<file path="config.mk">
export PLATFORM = sky130hd
export DESIGN_NAME = pdrst_port_flat
export DESIGN_NICKNAME = d
export VERILOG_FILES = /design/src/rtl/pdrst_pkg.sv /design/src/rtl/pdrst_link_if.sv /design/src/rtl/pdrst_port.sv /design/src/flat_wrapper.sv
export SDC_FILE = /design/constraint.sdc
export NUM_CORES = 1
export LEC_CHECK = 0
export ABC_CLOCK_PERIOD_IN_PS = 2100
export BUFFER_PORTS_ARGS = -buffer_cell sky130_fd_sc_hd__clkbuf_2
export CORE_ASPECT_RATIO = 1.5
export CORE_MARGIN = 4
export CORE_UTILIZATION = 49
export DETAILED_ROUTE_END_ITERATION = 10
export PLACE_DENSITY = 0.82
export SETUP_SLACK_MARGIN = 0.02
export SLEW_MARGIN = 10
export SYNTH_ARGS = -nofsm -noshare
export SYNTH_HDL_FRONTEND = slang
export SYNTH_SLANG_ARGS = --single-unit
</file>
<file path="constraint.sdc">
create_clock -name clk_i -period 2.1 [get_ports clk_i]
set_input_delay 0.105 -clock clk_i [delete_from_list [all_inputs] [get_ports clk_i]]
set_output_delay 0.105 -clock clk_i [all_outputs]
set_load 0.005 [all_outputs]
</file>
<file path="src/rtl/pdrst_pkg.sv">
package pdrst_pkg;

   // link symbols carried between port end and plug end
   typedef enum logic [2:0] {
      pdrst_sym_idle_type,
      pdrst_sym_sop_type,
      pdrst_sym_sop_p_type,
      pdrst_sym_sop_pp_type,
      pdrst_sym_hard_reset_type,
      pdrst_sym_cable_reset_type,
      pdrst_sym_soft_reset_type
   } pdrst_sym_type;

   // connection phase as seen by the port
   typedef enum logic [1:0] {
      pdrst_ph_none_type,
      pdrst_ph_establishing_type,
      pdrst_ph_contract_setup_type,
      pdrst_ph_explicit_type
   } pdrst_phase_type;

   localparam int unsigned PDRST_CLK_MHZ            = 100;
   localparam int unsigned PDRST_NO_RESP_MS         = 5;
   localparam int unsigned PDRST_NO_RESP_CYC        = PDRST_NO_RESP_MS * PDRST_CLK_MHZ * 1000;
   localparam int unsigned PDRST_CNT_W              = 32;
   localparam logic [1:0]  PDRST_HARD_RETRY_MAX     = 2'h2;
   localparam logic [1:0]  PDRST_RETRY_RST          = 2'h0;
   localparam logic [31:0] PDRST_TIMER_RST          = 32'h0;
   localparam logic [7:0]  PDRST_PLUG_DATA_RST      = 8'h0;

endpackage

</file>
<file path="src/rtl/pdrst_link_if.sv">
`timescale 1ns/1ns
`default_nettype none
interface pdrst_link_if;
   import pdrst_pkg::*;
   // port to plug: one symbol per cycle with payload byte
   pdrst_sym_type  port_sym;
   logic [7:0]     port_data;
   // plug to port: answers to plug exchanges
   pdrst_sym_type  plug_sym;
   logic [7:0]     plug_data;

   modport port_end (output port_sym, output port_data, input plug_sym, input plug_data);
   modport plug_end (input port_sym, input port_data, output plug_sym, output plug_data);
endinterface
`default_nettype wire

</file>
<file path="src/rtl/pdrst_port.sv">
`timescale 1ns/1ns
`default_nettype none
module pdrst_port #(
   parameter int unsigned NO_RESP_CYC = pdrst_pkg::PDRST_NO_RESP_CYC
) (
   input  wire logic                     clk_i,
   input  wire logic                     rst_n_i,
   input  wire pdrst_pkg::pdrst_phase_type phase_i,
   input  wire logic                     acting_source_i,
   input  wire logic                     drp_source_default_i,
   input  wire logic                     safe_zero_default_i,
   input  wire logic                     protocol_error_i,
   input  wire logic                     serious_error_i,
   input  wire logic                     rx_soft_reset_i,
   input  wire logic                     rx_hard_reset_i,
   input  wire logic                     partner_response_i,
   input  wire logic                     rx_sop_i,
   input  wire logic                     sop_req_i,
   input  wire logic                     sop_busy_i,
   input  wire logic                     plug_req_i,
   input  wire logic                     plug_dbl_i,
   input  wire logic [7:0]               plug_req_data_i,
   input  wire logic                     cable_reset_req_i,
   input  wire logic                     mode_enter_i,
   pdrst_link_if.port_end                link,
   output logic                          tx_soft_reset_o,
   output logic                          tx_hard_reset_o,
   output logic                          supply_default_o,
   output logic                          role_source_o,
   output logic                          safe_zero_sel_o,
   output logic                          safe_five_sel_o,
   output logic                          modal_o,
   output logic                          wait_for_source_offer_state_o,
   output logic                          connection_ended_o,
   output logic                          plug_busy_o,
   output logic                          plug_done_o,
   output logic [7:0]                    plug_rx_data_o,
   output logic                          sop_grant_o,
   output logic [1:0]                    retry_count_o
);
   import pdrst_pkg::*;

   typedef struct packed {
      logic [PDRST_CNT_W-1:0] timer;
      logic                   timing;
      logic [1:0]             retry;
      logic                   soft_tx;
      logic                   hard_tx;
      logic                   supply_def;
      logic                   role_src;
      logic                   sel0;
      logic                   sel5;
      logic                   modal;
      logic                   wait_offer;
      logic                   ended;
      logic                   plug_busy;
      logic                   plug_done;
      logic [7:0]             plug_rx;
      logic                   grant;
      pdrst_sym_type          sym;
      logic [7:0]             data;
   } pdrst_port_st_type;

   pdrst_port_st_type st_q;
   pdrst_port_st_type st_d;
   logic              plug_allowed;
   logic              hard_now;

   // which phase lets the port start a plug exchange
   always_comb
   begin
      case (phase_i)
         pdrst_ph_none_type:           plug_allowed = acting_source_i && !plug_dbl_i;
         pdrst_ph_establishing_type:   plug_allowed = 1'b0;
         pdrst_ph_contract_setup_type: plug_allowed = acting_source_i && !plug_dbl_i;
         pdrst_ph_explicit_type:       plug_allowed = !sop_busy_i && !sop_req_i;
         default:                      plug_allowed = 1'b0;
      endcase
   end

   // hard_now is only a local serious error; timeout retries enter through st_d.hard_tx, since reading the next state here would close a loop
   assign hard_now = serious_error_i;

   // next state of the whole port
   always_comb
   begin
      st_d          = st_q;
      st_d.soft_tx  = 1'b0;
      st_d.hard_tx  = 1'b0;
      st_d.plug_done = 1'b0;
      st_d.sym      = pdrst_sym_idle_type;
      st_d.data     = PDRST_PLUG_DATA_RST;
      st_d.grant    = sop_req_i;
      if (mode_enter_i)
         st_d.modal = 1'b1;
      if (cable_reset_req_i && !sop_busy_i)
         st_d.sym = pdrst_sym_cable_reset_type;
      // plug exchange start and answer; silence is never treated as failure
      if (!st_q.plug_busy && plug_req_i && plug_allowed && !cable_reset_req_i)
      begin
         st_d.plug_busy = 1'b1;
         st_d.sym       = plug_dbl_i ? pdrst_sym_sop_pp_type : pdrst_sym_sop_p_type;
         st_d.data      = plug_req_data_i;
      end
      if (st_q.plug_busy && (link.plug_sym == pdrst_sym_sop_p_type || link.plug_sym == pdrst_sym_sop_pp_type))
      begin
         st_d.plug_busy = 1'b0;
         st_d.plug_done = 1'b1;
         st_d.plug_rx   = link.plug_data;
      end
      // partner traffic or an SOP request ends the plug exchange, no retry
      if (rx_sop_i || sop_req_i || phase_i == pdrst_ph_establishing_type)
         st_d.plug_busy = 1'b0;
      // no-response timer after a hard reset
      if (st_q.timing)
         st_d.timer = st_q.timer + 32'h1;
      if (partner_response_i)
      begin
         st_d.timing     = 1'b0;
         st_d.retry      = PDRST_RETRY_RST;
         st_d.ended      = 1'b0;
         st_d.wait_offer = 1'b0;
         st_d.supply_def = 1'b0;
      end
      else if (st_q.timing && st_q.timer >= NO_RESP_CYC - 1)
      begin
         st_d.timing = 1'b0;
         if (st_q.retry < PDRST_HARD_RETRY_MAX)
         begin
            st_d.retry   = st_q.retry + 2'h1;
            st_d.hard_tx = 1'b1;
            st_d.timer   = PDRST_TIMER_RST;
            st_d.timing  = 1'b1;
         end
         else
         begin
            st_d.ended      = 1'b1;
            st_d.wait_offer = 1'b1;
         end
      end
      // soft reset keeps supply, role and modes; it follows the timer so a running count cannot outlive it
      if (protocol_error_i)
      begin
         st_d.soft_tx = 1'b1;
         st_d.sym     = pdrst_sym_soft_reset_type;
      end
      if (protocol_error_i || rx_soft_reset_i)
      begin
         st_d.timer     = PDRST_TIMER_RST;
         st_d.timing    = 1'b0;
         st_d.retry     = PDRST_RETRY_RST;
         st_d.plug_busy = 1'b0;
      end
      // hard reset sent or received clears protocol state and restores supply default; role and safe selection only when drp_source_default_i is set
      if (hard_now || rx_hard_reset_i || st_d.hard_tx)
      begin
         st_d.hard_tx    = !rx_hard_reset_i;
         st_d.sym        = rx_hard_reset_i ? pdrst_sym_idle_type : pdrst_sym_hard_reset_type;
         st_d.timer      = PDRST_TIMER_RST;
         st_d.timing     = !rx_hard_reset_i;
         st_d.plug_busy  = 1'b0;
         st_d.supply_def = 1'b1;
         st_d.modal      = 1'b0;
         if (hard_now)
            st_d.retry = PDRST_RETRY_RST;
         if (drp_source_default_i)
         begin
            st_d.role_src = 1'b1;
            st_d.sel0     = safe_zero_default_i;
            st_d.sel5     = !safe_zero_default_i;
         end
      end
   end

   // single state register
   always_ff @(posedge clk_i or negedge rst_n_i)
   begin
      if (!rst_n_i)
      begin
         st_q      <= '0;
         st_q.sym  <= pdrst_sym_idle_type;
      end
      else
         st_q <= st_d;
   end

   assign link.port_sym                 = st_q.sym;
   assign link.port_data                = st_q.data;
   assign tx_soft_reset_o               = st_q.soft_tx;
   assign tx_hard_reset_o               = st_q.hard_tx;
   assign supply_default_o              = st_q.supply_def;
   assign role_source_o                 = st_q.role_src;
   assign safe_zero_sel_o               = st_q.sel0;
   assign safe_five_sel_o               = st_q.sel5;
   assign modal_o                       = st_q.modal;
   assign wait_for_source_offer_state_o = st_q.wait_offer;
   assign connection_ended_o            = st_q.ended;
   assign plug_busy_o                   = st_q.plug_busy;
   assign plug_done_o                   = st_q.plug_done;
   assign plug_rx_data_o                = st_q.plug_rx;
   assign sop_grant_o                   = st_q.grant;
   assign retry_count_o                 = st_q.retry;
endmodule
`default_nettype wire

</file>
<file path="src/flat_wrapper.sv">
// flat-port wrapper written by rule: the top's interface ports become plain ports
module pdrst_port_flat import pdrst_pkg::*;
#(
   parameter int unsigned NO_RESP_CYC = pdrst_pkg::PDRST_NO_RESP_CYC
)
  (clk_i, rst_n_i, phase_i, acting_source_i, drp_source_default_i, safe_zero_default_i, protocol_error_i, serious_error_i, rx_soft_reset_i, rx_hard_reset_i, partner_response_i, rx_sop_i, sop_req_i, sop_busy_i, plug_req_i, plug_dbl_i, plug_req_data_i, cable_reset_req_i, mode_enter_i, tx_soft_reset_o, tx_hard_reset_o, supply_default_o, role_source_o, safe_zero_sel_o, safe_five_sel_o, modal_o, wait_for_source_offer_state_o, connection_ended_o, plug_busy_o, plug_done_o, plug_rx_data_o, sop_grant_o, retry_count_o, link_port_sym, link_port_data, link_plug_sym, link_plug_data);
  pdrst_link_if link_i ();
  input  wire logic clk_i;
  input  wire logic rst_n_i;
  input  wire pdrst_pkg::pdrst_phase_type phase_i;
  input  wire logic acting_source_i;
  input  wire logic drp_source_default_i;
  input  wire logic safe_zero_default_i;
  input  wire logic protocol_error_i;
  input  wire logic serious_error_i;
  input  wire logic rx_soft_reset_i;
  input  wire logic rx_hard_reset_i;
  input  wire logic partner_response_i;
  input  wire logic rx_sop_i;
  input  wire logic sop_req_i;
  input  wire logic sop_busy_i;
  input  wire logic plug_req_i;
  input  wire logic plug_dbl_i;
  input  wire logic [7:0] plug_req_data_i;
  input  wire logic cable_reset_req_i;
  input  wire logic mode_enter_i;
  output logic tx_soft_reset_o;
  output logic tx_hard_reset_o;
  output logic supply_default_o;
  output logic role_source_o;
  output logic safe_zero_sel_o;
  output logic safe_five_sel_o;
  output logic modal_o;
  output logic wait_for_source_offer_state_o;
  output logic connection_ended_o;
  output logic plug_busy_o;
  output logic plug_done_o;
  output logic [7:0] plug_rx_data_o;
  output logic sop_grant_o;
  output logic [1:0] retry_count_o;
  output wire logic [$bits(link_i.port_sym)-1:0] link_port_sym;
  output wire logic [$bits(link_i.port_data)-1:0] link_port_data;
  input wire logic [$bits(link_i.plug_sym)-1:0] link_plug_sym;
  input wire logic [$bits(link_i.plug_data)-1:0] link_plug_data;
  assign link_port_sym = link_i.port_sym;
  assign link_port_data = link_i.port_data;
  assign link_i.plug_sym = link_plug_sym;
  assign link_i.plug_data = link_plug_data;
  pdrst_port #(.NO_RESP_CYC(NO_RESP_CYC)) u_core (.clk_i(clk_i), .rst_n_i(rst_n_i), .phase_i(phase_i), .acting_source_i(acting_source_i), .drp_source_default_i(drp_source_default_i), .safe_zero_default_i(safe_zero_default_i), .protocol_error_i(protocol_error_i), .serious_error_i(serious_error_i), .rx_soft_reset_i(rx_soft_reset_i), .rx_hard_reset_i(rx_hard_reset_i), .partner_response_i(partner_response_i), .rx_sop_i(rx_sop_i), .sop_req_i(sop_req_i), .sop_busy_i(sop_busy_i), .plug_req_i(plug_req_i), .plug_dbl_i(plug_dbl_i), .plug_req_data_i(plug_req_data_i), .cable_reset_req_i(cable_reset_req_i), .mode_enter_i(mode_enter_i), .link(link_i), .tx_soft_reset_o(tx_soft_reset_o), .tx_hard_reset_o(tx_hard_reset_o), .supply_default_o(supply_default_o), .role_source_o(role_source_o), .safe_zero_sel_o(safe_zero_sel_o), .safe_five_sel_o(safe_five_sel_o), .modal_o(modal_o), .wait_for_source_offer_state_o(wait_for_source_offer_state_o), .connection_ended_o(connection_ended_o), .plug_busy_o(plug_busy_o), .plug_done_o(plug_done_o), .plug_rx_data_o(plug_rx_data_o), .sop_grant_o(sop_grant_o), .retry_count_o(retry_count_o));
endmodule
</file>
=== Word level (Yosys, flattened, before mapping) ===
Cells that the tools add are included.

* Bits in registers: 66
* Bits in latches: 0
* Memory bits (writable): 0
* Memory bits (read-only): 0
* Word-level logic and storage cells: 89
* Memories kept: 0

* Add/subtract/negate cells: 2
* Multipliers: 0
* Divide/modulo/power cells: 0
* Magnitude comparators: 2
* Equal/unequal tests: 6
* Shifts and indexed selects: 0
* Multiplexer cells: 31
* Bitwise operators: 0
* Reductions and logical operators: 30

{| class="wikitable"
|+ Operators with widths
! operator !! count
|-
| 35-bit 2-to-1 mux || 4
|-
| 32-bit 2-to-1 mux || 2
|-
| 32-bit by 1-bit adder with 32-bit output (second input constant) || 1
|-
| 32-bit by 19-bit greater-or-equal comparator with 1-bit output (second input constant) || 1
|-
| 3-bit 2-to-1 mux || 6
|-
| 1-bit 2-to-1 mux || 11
|-
| 11-bit 2-to-1 mux || 1
|-
| 10-bit 2-to-1 mux || 1
|-
| 1-bit logical AND || 8
|-
| 2-bit 2-to-1 mux || 4
|-
| 1-bit zero test || 7
|-
| 3-bit by 2-bit equality test with 1-bit output (second input constant) || 2
|-
| 1-bit logical OR || 6
|-
| 6-bit 2-to-1 mux || 1
|-
| 2-bit nonzero test || 3
|-
| 5-bit nonzero test || 1
|-
| 2-bit equality test (second input constant) || 2
|-
| 2-bit AND reduction || 2
|-
| 4-bit nonzero test || 1
|-
| 1-bit one-hot mux with 3 select lines || 1
|-
| 2-bit by 1-bit adder with 2-bit output (second input constant) || 1
|-
| 2-bit by 1-bit equality test with 1-bit output (second input constant) || 1
|-
| 2-bit zero test || 1
|-
| 2-bit less-than comparator (second input constant) || 1
|-
| other kinds (2) || 2
|}

=== Logic depth before layout (Yosys ltp) ===
Gate-level depths: netlist of the first run.

* Word-level depth: 10
* Gate-level depth with buffers: 8

=== Worst setup path before layout of the first run ===
Ideal clock, no wire load.

* Path type: flip-flop to flip-flop
* From: reg u_core.st_q[57] (netlist name)
* To: reg u_core.st_q, in the netlist u_core.safe_zero_sel_o
* Arrival time: 2.177 ns
* Path slack: -0.202 ns
* Stages on the path, launching flop included: 5
* Clock period less this slack: 2.302 ns
* Cells stage by stage: dfrtp_1 or4_4 o41a_1 o41ai_1 mux2_2

* Word-level cells in the longest chain between the ends: 6

{| class="wikitable"
|+ RTL lines
! element !! line !! text
|-
| start: declaration || pdrst_port.sv:64 || <nowiki>pdrst_port_st_type st_q;</nowiki>
|-
| start signal: assignment || pdrst_port.sv:184 || <nowiki>st_q <= st_d;</nowiki>
|-
| 32-bit by 19-bit greater-or-equal comparator with 1-bit output || pdrst_port.sv:125 || <nowiki>else if (st_q.timing && st_q.timer >= NO_RESP_CYC - 1)</nowiki>
|-
| 1-bit logical AND || pdrst_port.sv:125 ||
|-
| 1-bit 2-to-1 mux || pdrst_port.sv:125 ||
|-
| 1-bit 2-to-1 mux || pdrst_port.sv:117 || <nowiki>if (partner_response_i)</nowiki>
|-
| 1-bit logical OR || pdrst_port.sv:155 || <nowiki>if (hard_now || rx_hard_reset_i || st_d.hard_tx)</nowiki>
|-
| 2-bit AND reduction (no source line) || -- ||
|}

Every way passes these cells.
A chain may end at the register's enable or synchronous reset.

==> impl_metrics.env, run 1 <==
export IMPL_critPathMaxFanout=12
export IMPL_wire_per_inst_microns=16.1
export IMPL_syn_area_per_cell_sq_um=10.4
export IMPL_max_slew_worst_pin_slew_ns=0.699
export IMPL_pre_cts_ws_ns=-0.0964
export IMPL_dp_hpwl_microns=4740
export IMPL_grt_pass1_vias=2882
export IMPL_die_y_microns=110
export IMPL_netSwitchingFraction_pct=21.1
export IMPL_synth_largest_area_cell="dfrtp_1"
export IMPL_multi_input_area_sq_um=1510
export IMPL_status="finished, violations left"
export IMPL_setup_ws_ns=-0.0852
export IMPL_p_int_mw=2.32
export IMPL_cts_buffers_inserted=9
export IMPL_maxSlewHeadroom_pct=53.0
export IMPL_htree_levels=3
export IMPL_nets=464
export IMPL_yosys_warnings=0
export IMPL_design_area_sq_um=4430
export IMPL_ys_seq_area_share_pct=47.8
export IMPL_end_kind="register"
export IMPL_arrival_ns=2.47
export IMPL_ys_top_cells_by_area="dfrtp_1, nor2_4, xnor2_1"
export IMPL_clk_latency_ns=0.35
export IMPL_chipWidth_microns=76.1
export IMPL_skew_ns=0.0105
export IMPL_cp_cell_sequence="or4_4 -> o41a_1 -> or4_4 -> buf_16 -> nor2_4"
export IMPL_cp_required_ns=2.39
export IMPL_core_sq_um=6810
export IMPL_critPathLaunchType="register"
export IMPL_ant_nets=0
export IMPL_placed_cells=466
export IMPL_switching_power_mw=0.619
export IMPL_syn_inst=326
export IMPL_max_freq_ghz=0.458
export IMPL_ir_worst_vdd_uv=312
export IMPL_ys_seq_elements=65
export IMPL_drv_slew=0
export IMPL_syn_num_nets=366
export IMPL_violations="negative setup slack"
export IMPL_total_power_mw=2.94
export IMPL_die_area_sq_um=8370
export IMPL_drt_iter0_markers=179
export IMPL_wirelength_microns=8170
export IMPL_route_vias_total=2674
export IMPL_clockRootBuffer="clkbuf_8"
export IMPL_post_route_drc_count=0
export IMPL_antenna_found_initial=0
export IMPL_seqPwrFrac_pct=43.5
export IMPL_setup_viol=37
export IMPL_areaGrowthSynthToFinish_pct=30.1
export IMPL_cts_tree="built"
export IMPL_grt_pass1_wl_microns=13600
export IMPL_clk_path_buf_depth=2
export IMPL_place_area_sq_um=3810
export IMPL_path_class="reg -> reg"
export IMPL_fin_util_pct=65.1
export IMPL_nFillCells=485
export IMPL_start_util_pct=50.0
export IMPL_register_area_sq_um=1630
export IMPL_power_frac_comb_pct=6.8
export IMPL_period_minus_slack_ns=2.19
export IMPL_gp_congestion=0.807
export IMPL_grtUsageTotal_pct=20.6
export IMPL_synth_edff_count=0
export IMPL_static_leakage_power_nw=1.94
export IMPL_portBuffers=69
export IMPL_synth_top_area_share_pct=47.8
export IMPL_rows=37
export IMPL_antenna_cells=0
export IMPL_final_hold_viol_count=0
export IMPL_clkPwrFrac_pct=49.6
export IMPL_cap_viol_max_count=0
export IMPL_cts_reportedPaths_clkPinSlew_ns=0.07
export IMPL_cpMaxStageDelayCell="or4_4"
export IMPL_ys_flop_type="dfrtp_1"
export IMPL_ys_async_sr_fraction_pct=100
export IMPL_rsz0062_at_grt="yes"
export IMPL_critPathMaxStageDelay_ns=0.53
export IMPL_synth_area_sq_um=3400
export IMPL_drive_above_1_share_pct=36.6
export IMPL_vias_per_cell=5.27
export IMPL_grt_ovfl_total=0
export IMPL_clock_sinks=65
export IMPL_ios=71
export IMPL_path_common_cell="or4_4"
export IMPL_synth_cell_types=42
export IMPL_fin_crit_sh_pct=104
export IMPL_power_density_nw_per_um2=663
export IMPL_grt_max_degree=44
export IMPL_fin_cells=507
export IMPL_firstDrtPassIters=6
export IMPL_hold_path_class="in -> reg"
layout make-up:
class | count | area share [%]
multi-input combinational | 212 | 34.2
tap | 78 | 2.20
clock inverter | 6 | 3.11
clock buffer | 10 | 3.11
sequential | 65 | 36.7
inverter | 16 | 1.36
timing repair buffer | 120 | 19.4
metal layers:
metal | global-route usage (%) | vias up | part of all wire, %
li1 | - | 1255 | -
met1 | 20.3 | 1304 | 36
met2 | 39.6 | 90 | 56
met3 | 5.20 | 25 | 4.4
met4 | 10.3 | 0 | 3.4
met5 | 0 | - | 0
stage by stage:
step	setup TNS (ns)	hold WS [ns]
6_report	-2.32	0.0225
5_1_grt	-4.09	0.0381
4_1_cts	-1.93	0.00212
3_5_place_dp	-2.80	0.138
3_3_place_gp	-2.18	0.129
2_1_floorplan	-4.40	-0.191
state kept, by name, summed over array words and instances, names as in the netlist:
| name | cells |
|---|---|
| u_core.plug_rx_data_o | 8 |
| u_core.plug_done_o | 1 |
| u_core.modal_o | 1 |
| u_core.link.port_sym | 3 |
| u_core.role_source_o | 1 |
| u_core.retry_count_o | 2 |
| u_core.tx_hard_reset_o | 1 |
| u_core.safe_zero_sel_o | 1 |
| u_core.plug_busy_o | 1 |
| u_core.st_q | 33 |
| u_core.supply_default_o | 1 |
| u_core.connection_ended_o | 1 |
| u_core.link.port_data | 8 |
| u_core.tx_soft_reset_o | 1 |
| u_core.sop_grant_o | 1 |
| u_core.safe_five_sel_o | 1 |
Yosys cell counts (6+ instances only):
library cell and count:
nand3_1 9, inv_1 15, nor3_1 18, nor2_1 15
dfrtp_1 65, nor2_4 30, nand4_1 6, nor4_1 8
xnor2_1 27, and2_1 9, a21oi_1 7, buf_4 22
nand2_1 36, clkbuf_1 7
cells in the final DEF, fill, tap and decap left out, types with 5 or more instances in the layout:
cell and instances:
xnor2_1 27, nor2_4 31, and2_1 9, nor2_1 13, nand4_1 6, a21oi_1 7, inv_1 15, clkbuf_8 10
nor4_1 6, clkbuf_2 69, or3_1 5, nand3_1 9, dlygate4sd3_1 22, nor3_1 17, dfrtp_1 65, buf_4 24
nand2_1 36
power groups by stage:
stage / sequential, mW / clock (mW) / combinational, mW
after CTS: 1.28 / 1.47 / 0.191
after floorplan: 1.30 / 0 / 0.0636
after detailed placement: 1.30 / 0 / 0.148
after global routing: 1.28 / 1.53 / 0.219
final: 1.28 / 1.46 / 0.201
after global placement: 1.30 / 0 / 0.145
path summary, 6_finish.rpt:
path,start,endpoint,slack [ns],depth (start not counted)
max,u_core.st_q[57]$_DFF_PN0_,u_core.st_q[64]$_DFF_PN0_,-0.09,5
min,partner_response_i,u_core.supply_default_o$_DFFE_PN0P_,0.02,2
max reg2reg,u_core.st_q[57]$_DFF_PN0_,u_core.st_q[64]$_DFF_PN0_,-0.09,5
min reg2reg,u_core.role_source_o$_DFFE_PN0P_,u_core.role_source_o$_DFFE_PN0P_,0.47,1
max in group asynchronous,rst_n_i,u_core.st_q[47]$_DFF_PN0_,1.15,3
min in group asynchronous,rst_n_i,u_core.link.port_data[0]$_DFF_PN0_,0.29,2
cell families (layout without fill, tap and decap cells):
logic type                 after synthesis  in the layout  share of synthesized area (%)
AOI/OAI and AO/OA                       20             20                           3.93
muxes                                    5              5                           1.51
and+or+nand+nor                        154            154                           28.6
buffers and inverters                   49            152                           9.48
adders and majority gates                2              2                          0.735
xor gates and xnor gates                31             31                           7.97
DFF                                     65             65                           47.8
critical path, delay by kind of cell (launching register included):
kind	cells	cell delay (ns)
buffers and inverters	1	0.22
DFF	1	0.38
AOI/OAI and AO/OA	1	0.35
and+or+nand+nor	3	1.16
timing repair:
item	CTS	global route
pin swaps	1	13
setup buffers	0	1
setup endpoints to repair	37	43
hold buffers	22	0
endpoints found under the hold margin	43	0
gates cloned	1	1
gates resized for setup	5	7
(Power assumes the default switching activity.)
==> inputs of run 2 (changes only) <==
Settings changed: ABC_CLOCK_PERIOD_IN_PS 2100 to 2800, CORE_UTILIZATION 49 to 59, PLACE_DENSITY 0.82 to 0.91.
Clock period 2.1 ns to 2.8 ns, I/O delays scaled along.
==> run 2 against run 1 <==
The run now ends clean. Sequential power fell by 25%. Register-to-register slack gained 0.32 ns. Design area decreased by 9.4%. Flip-flop and latch count unchanged. Total power down 38%. Global-route usage is 5.5 points higher. Critical path type unchanged. Critical endpoint is now u_core.st_q[53]$_DFF_PN0_. Largest cell class unchanged.
==> impl_metrics.env, run 2 (synthesized netlist as in run 1, its figures left out) <==
export IMPL_period_minus_slack_ns=2.56
export IMPL_fin_crit_sh_pct=91.5
export IMPL_cts_tree="built"
export IMPL_chipWidth_microns=70.0
export IMPL_largest_register="u_core.st_q"
export IMPL_grtUsageTotal_pct=26.1
export IMPL_cts_resized_gates=0
export IMPL_wirelength_microns=8610
export IMPL_skew_ns=0.0124
export IMPL_drive_above_1_share_pct=31.2
export IMPL_gp_congestion=0.830
export IMPL_dp_hpwl_microns=5000
export IMPL_die_area_sq_um=7070
export IMPL_nFillCells=348
export IMPL_route_vias_total=2692
export IMPL_static_leakage_power_nw=1.71
export IMPL_antenna_found_initial=0
export IMPL_max_freq_ghz=0.390
export IMPL_portBuffers=69
export IMPL_clockRootBuffer="clkbuf_8"
export IMPL_post_route_drc_count=0
export IMPL_pre_cts_ws_ns=0.275
export IMPL_r2r_setup_slack_ns=0.24
export IMPL_maxSlewHeadroom_pct=50.7
export IMPL_grt_ovfl_total=0
export IMPL_drt_iter0_markers=105
export IMPL_arrival_ns=2.85
export IMPL_largest_register_ffs=33
export IMPL_clock_sinks=65
export IMPL_design_area_sq_um=4020
export IMPL_clk_latency_ns=0.35
export IMPL_finalSetupTns_ns=0
export IMPL_place_area_sq_um=3630
export IMPL_grt_max_degree=36
export IMPL_vias_per_cell=5.68
export IMPL_hold_path_class="in -> reg"
export IMPL_drv_slew=0
export IMPL_die_y_microns=101
export IMPL_critPathLaunchType="register"
export IMPL_grt_pass1_wl_microns=14100
export IMPL_nets=439
export IMPL_cts_buffers_inserted=9
export IMPL_path_class="reg -> reg"
export IMPL_power_density_nw_per_um2=457
export IMPL_firstDrtPassIters=4
export IMPL_critPathMaxFanout=19
export IMPL_cts_reportedPaths_clkPinSlew_ns=0.08
export IMPL_grt_pass1_vias=2917
export IMPL_rows=33
export IMPL_final_hold_viol_count=0
export IMPL_antenna_cells=0
export IMPL_ant_nets=0
export IMPL_start_util_pct=61.5
export IMPL_register_area_sq_um=1630
export IMPL_setup_viol=0
export IMPL_ios=71
export IMPL_clk_path_buf_depth=2
export IMPL_cp_required_ns=3.08
export IMPL_multi_input_area_sq_um=1460
export IMPL_setup_ws_ns=0.237
export IMPL_end_kind="register"
export IMPL_ir_worst_vdd_uv=392
export IMPL_areaGrowthSynthToFinish_pct=17.9
export IMPL_rsz0062_at_grt="no"
export IMPL_cap_viol_max_count=0
export IMPL_htree_levels=3
export IMPL_final_common_cell="clkbuf_2"
export IMPL_max_slew_worst_pin_slew_ns=0.732
export IMPL_wire_per_inst_microns=18.2
export IMPL_mostFrequentLayoutCells="clkbuf_2, dfrtp_1, nand2_1, nor2_4, xnor2_1"
export IMPL_status="complete, no violations"
export IMPL_core_sq_um=5530
run 2: what timing repair did:
action / CTS / global route
endpoints found under the setup margin: 0 / 0
endpoints found under the hold margin: 84 / 0
hold buffers: 20 / 0
buffers inserted: 0 / 0
run 2: per-layer routing:
| layer | track usage, % | part of all wire, % |
|---|---|---|
| met5 | 0 | 0 |
| met4 | 15.3 | 4.4 |
| met3 | 8.08 | 7.5 |
| met2 | 46.1 | 52 |
| met1 | 27.0 | 36 |
run 2: per-stage QoR:
stage	power (mW)	instances	hold WS, ns	utilization [%]
2_1_floorplan	1.02	326	-0.156	-
3_3_place_gp	1.08	438	0.205	65.6
3_5_place_dp	1.09	438	0.194	65.6
4_1_cts	1.83	474	0.00280	72.6
5_1_grt	1.90	474	0.00523	72.6
6_report	1.84	474	0.0136	72.6
run 2: path summary, 6_finish.rpt:
kind | from | to | depth (start not counted)
worst max-delay path | u_core.st_q[57]$_DFF_PN0_ | u_core.st_q[53]$_DFF_PN0_ | 5
worst min-delay path | link_plug_data[6] | u_core.plug_rx_data_o[6]$_DFFE_PN0P_ | 3
min in group asynchronous | rst_n_i | u_core.st_q[62]$_DFF_PN0_ | 3
max in group asynchronous | rst_n_i | u_core.st_q[51]$_DFF_PN0_ | 3
worst max register to register | u_core.st_q[57]$_DFF_PN0_ | u_core.st_q[53]$_DFF_PN0_ | 5
worst min register to register | u_core.role_source_o$_DFFE_PN0P_ | u_core.role_source_o$_DFFE_PN0P_ | 1
run 2: layout make-up:
| cell class | count | share of cell area [%] |
|---|---|---|
| sequential | 65 | 40.5 |
| multi-input combinational | 212 | 36.2 |
| timing repair buffer | 95 | 15.0 |
| clock buffer | 12 | 3.86 |
| tap | 70 | 2.18 |
| inverter | 16 | 1.50 |
| clock inverter | 4 | 0.686 |
run 2: where the power goes:
group / switching, mW / leakage (nW) / internal, mW
logic: 0.0738 / 0.746 / 0.0645
registers: 0.00971 / 0.883 / 0.952
clock network: 0.367 / 0.0846 / 0.368
total: 0.450 / 1.71 / 1.38
run 2: critical path, stage by stage, from the launching register on:
cell and delay, ns:
dfrtp_1 0.44, or4_4 0.56, o41a_1 0.45, or4_4 0.65, buf_12 0.25, nor2_4 0.13
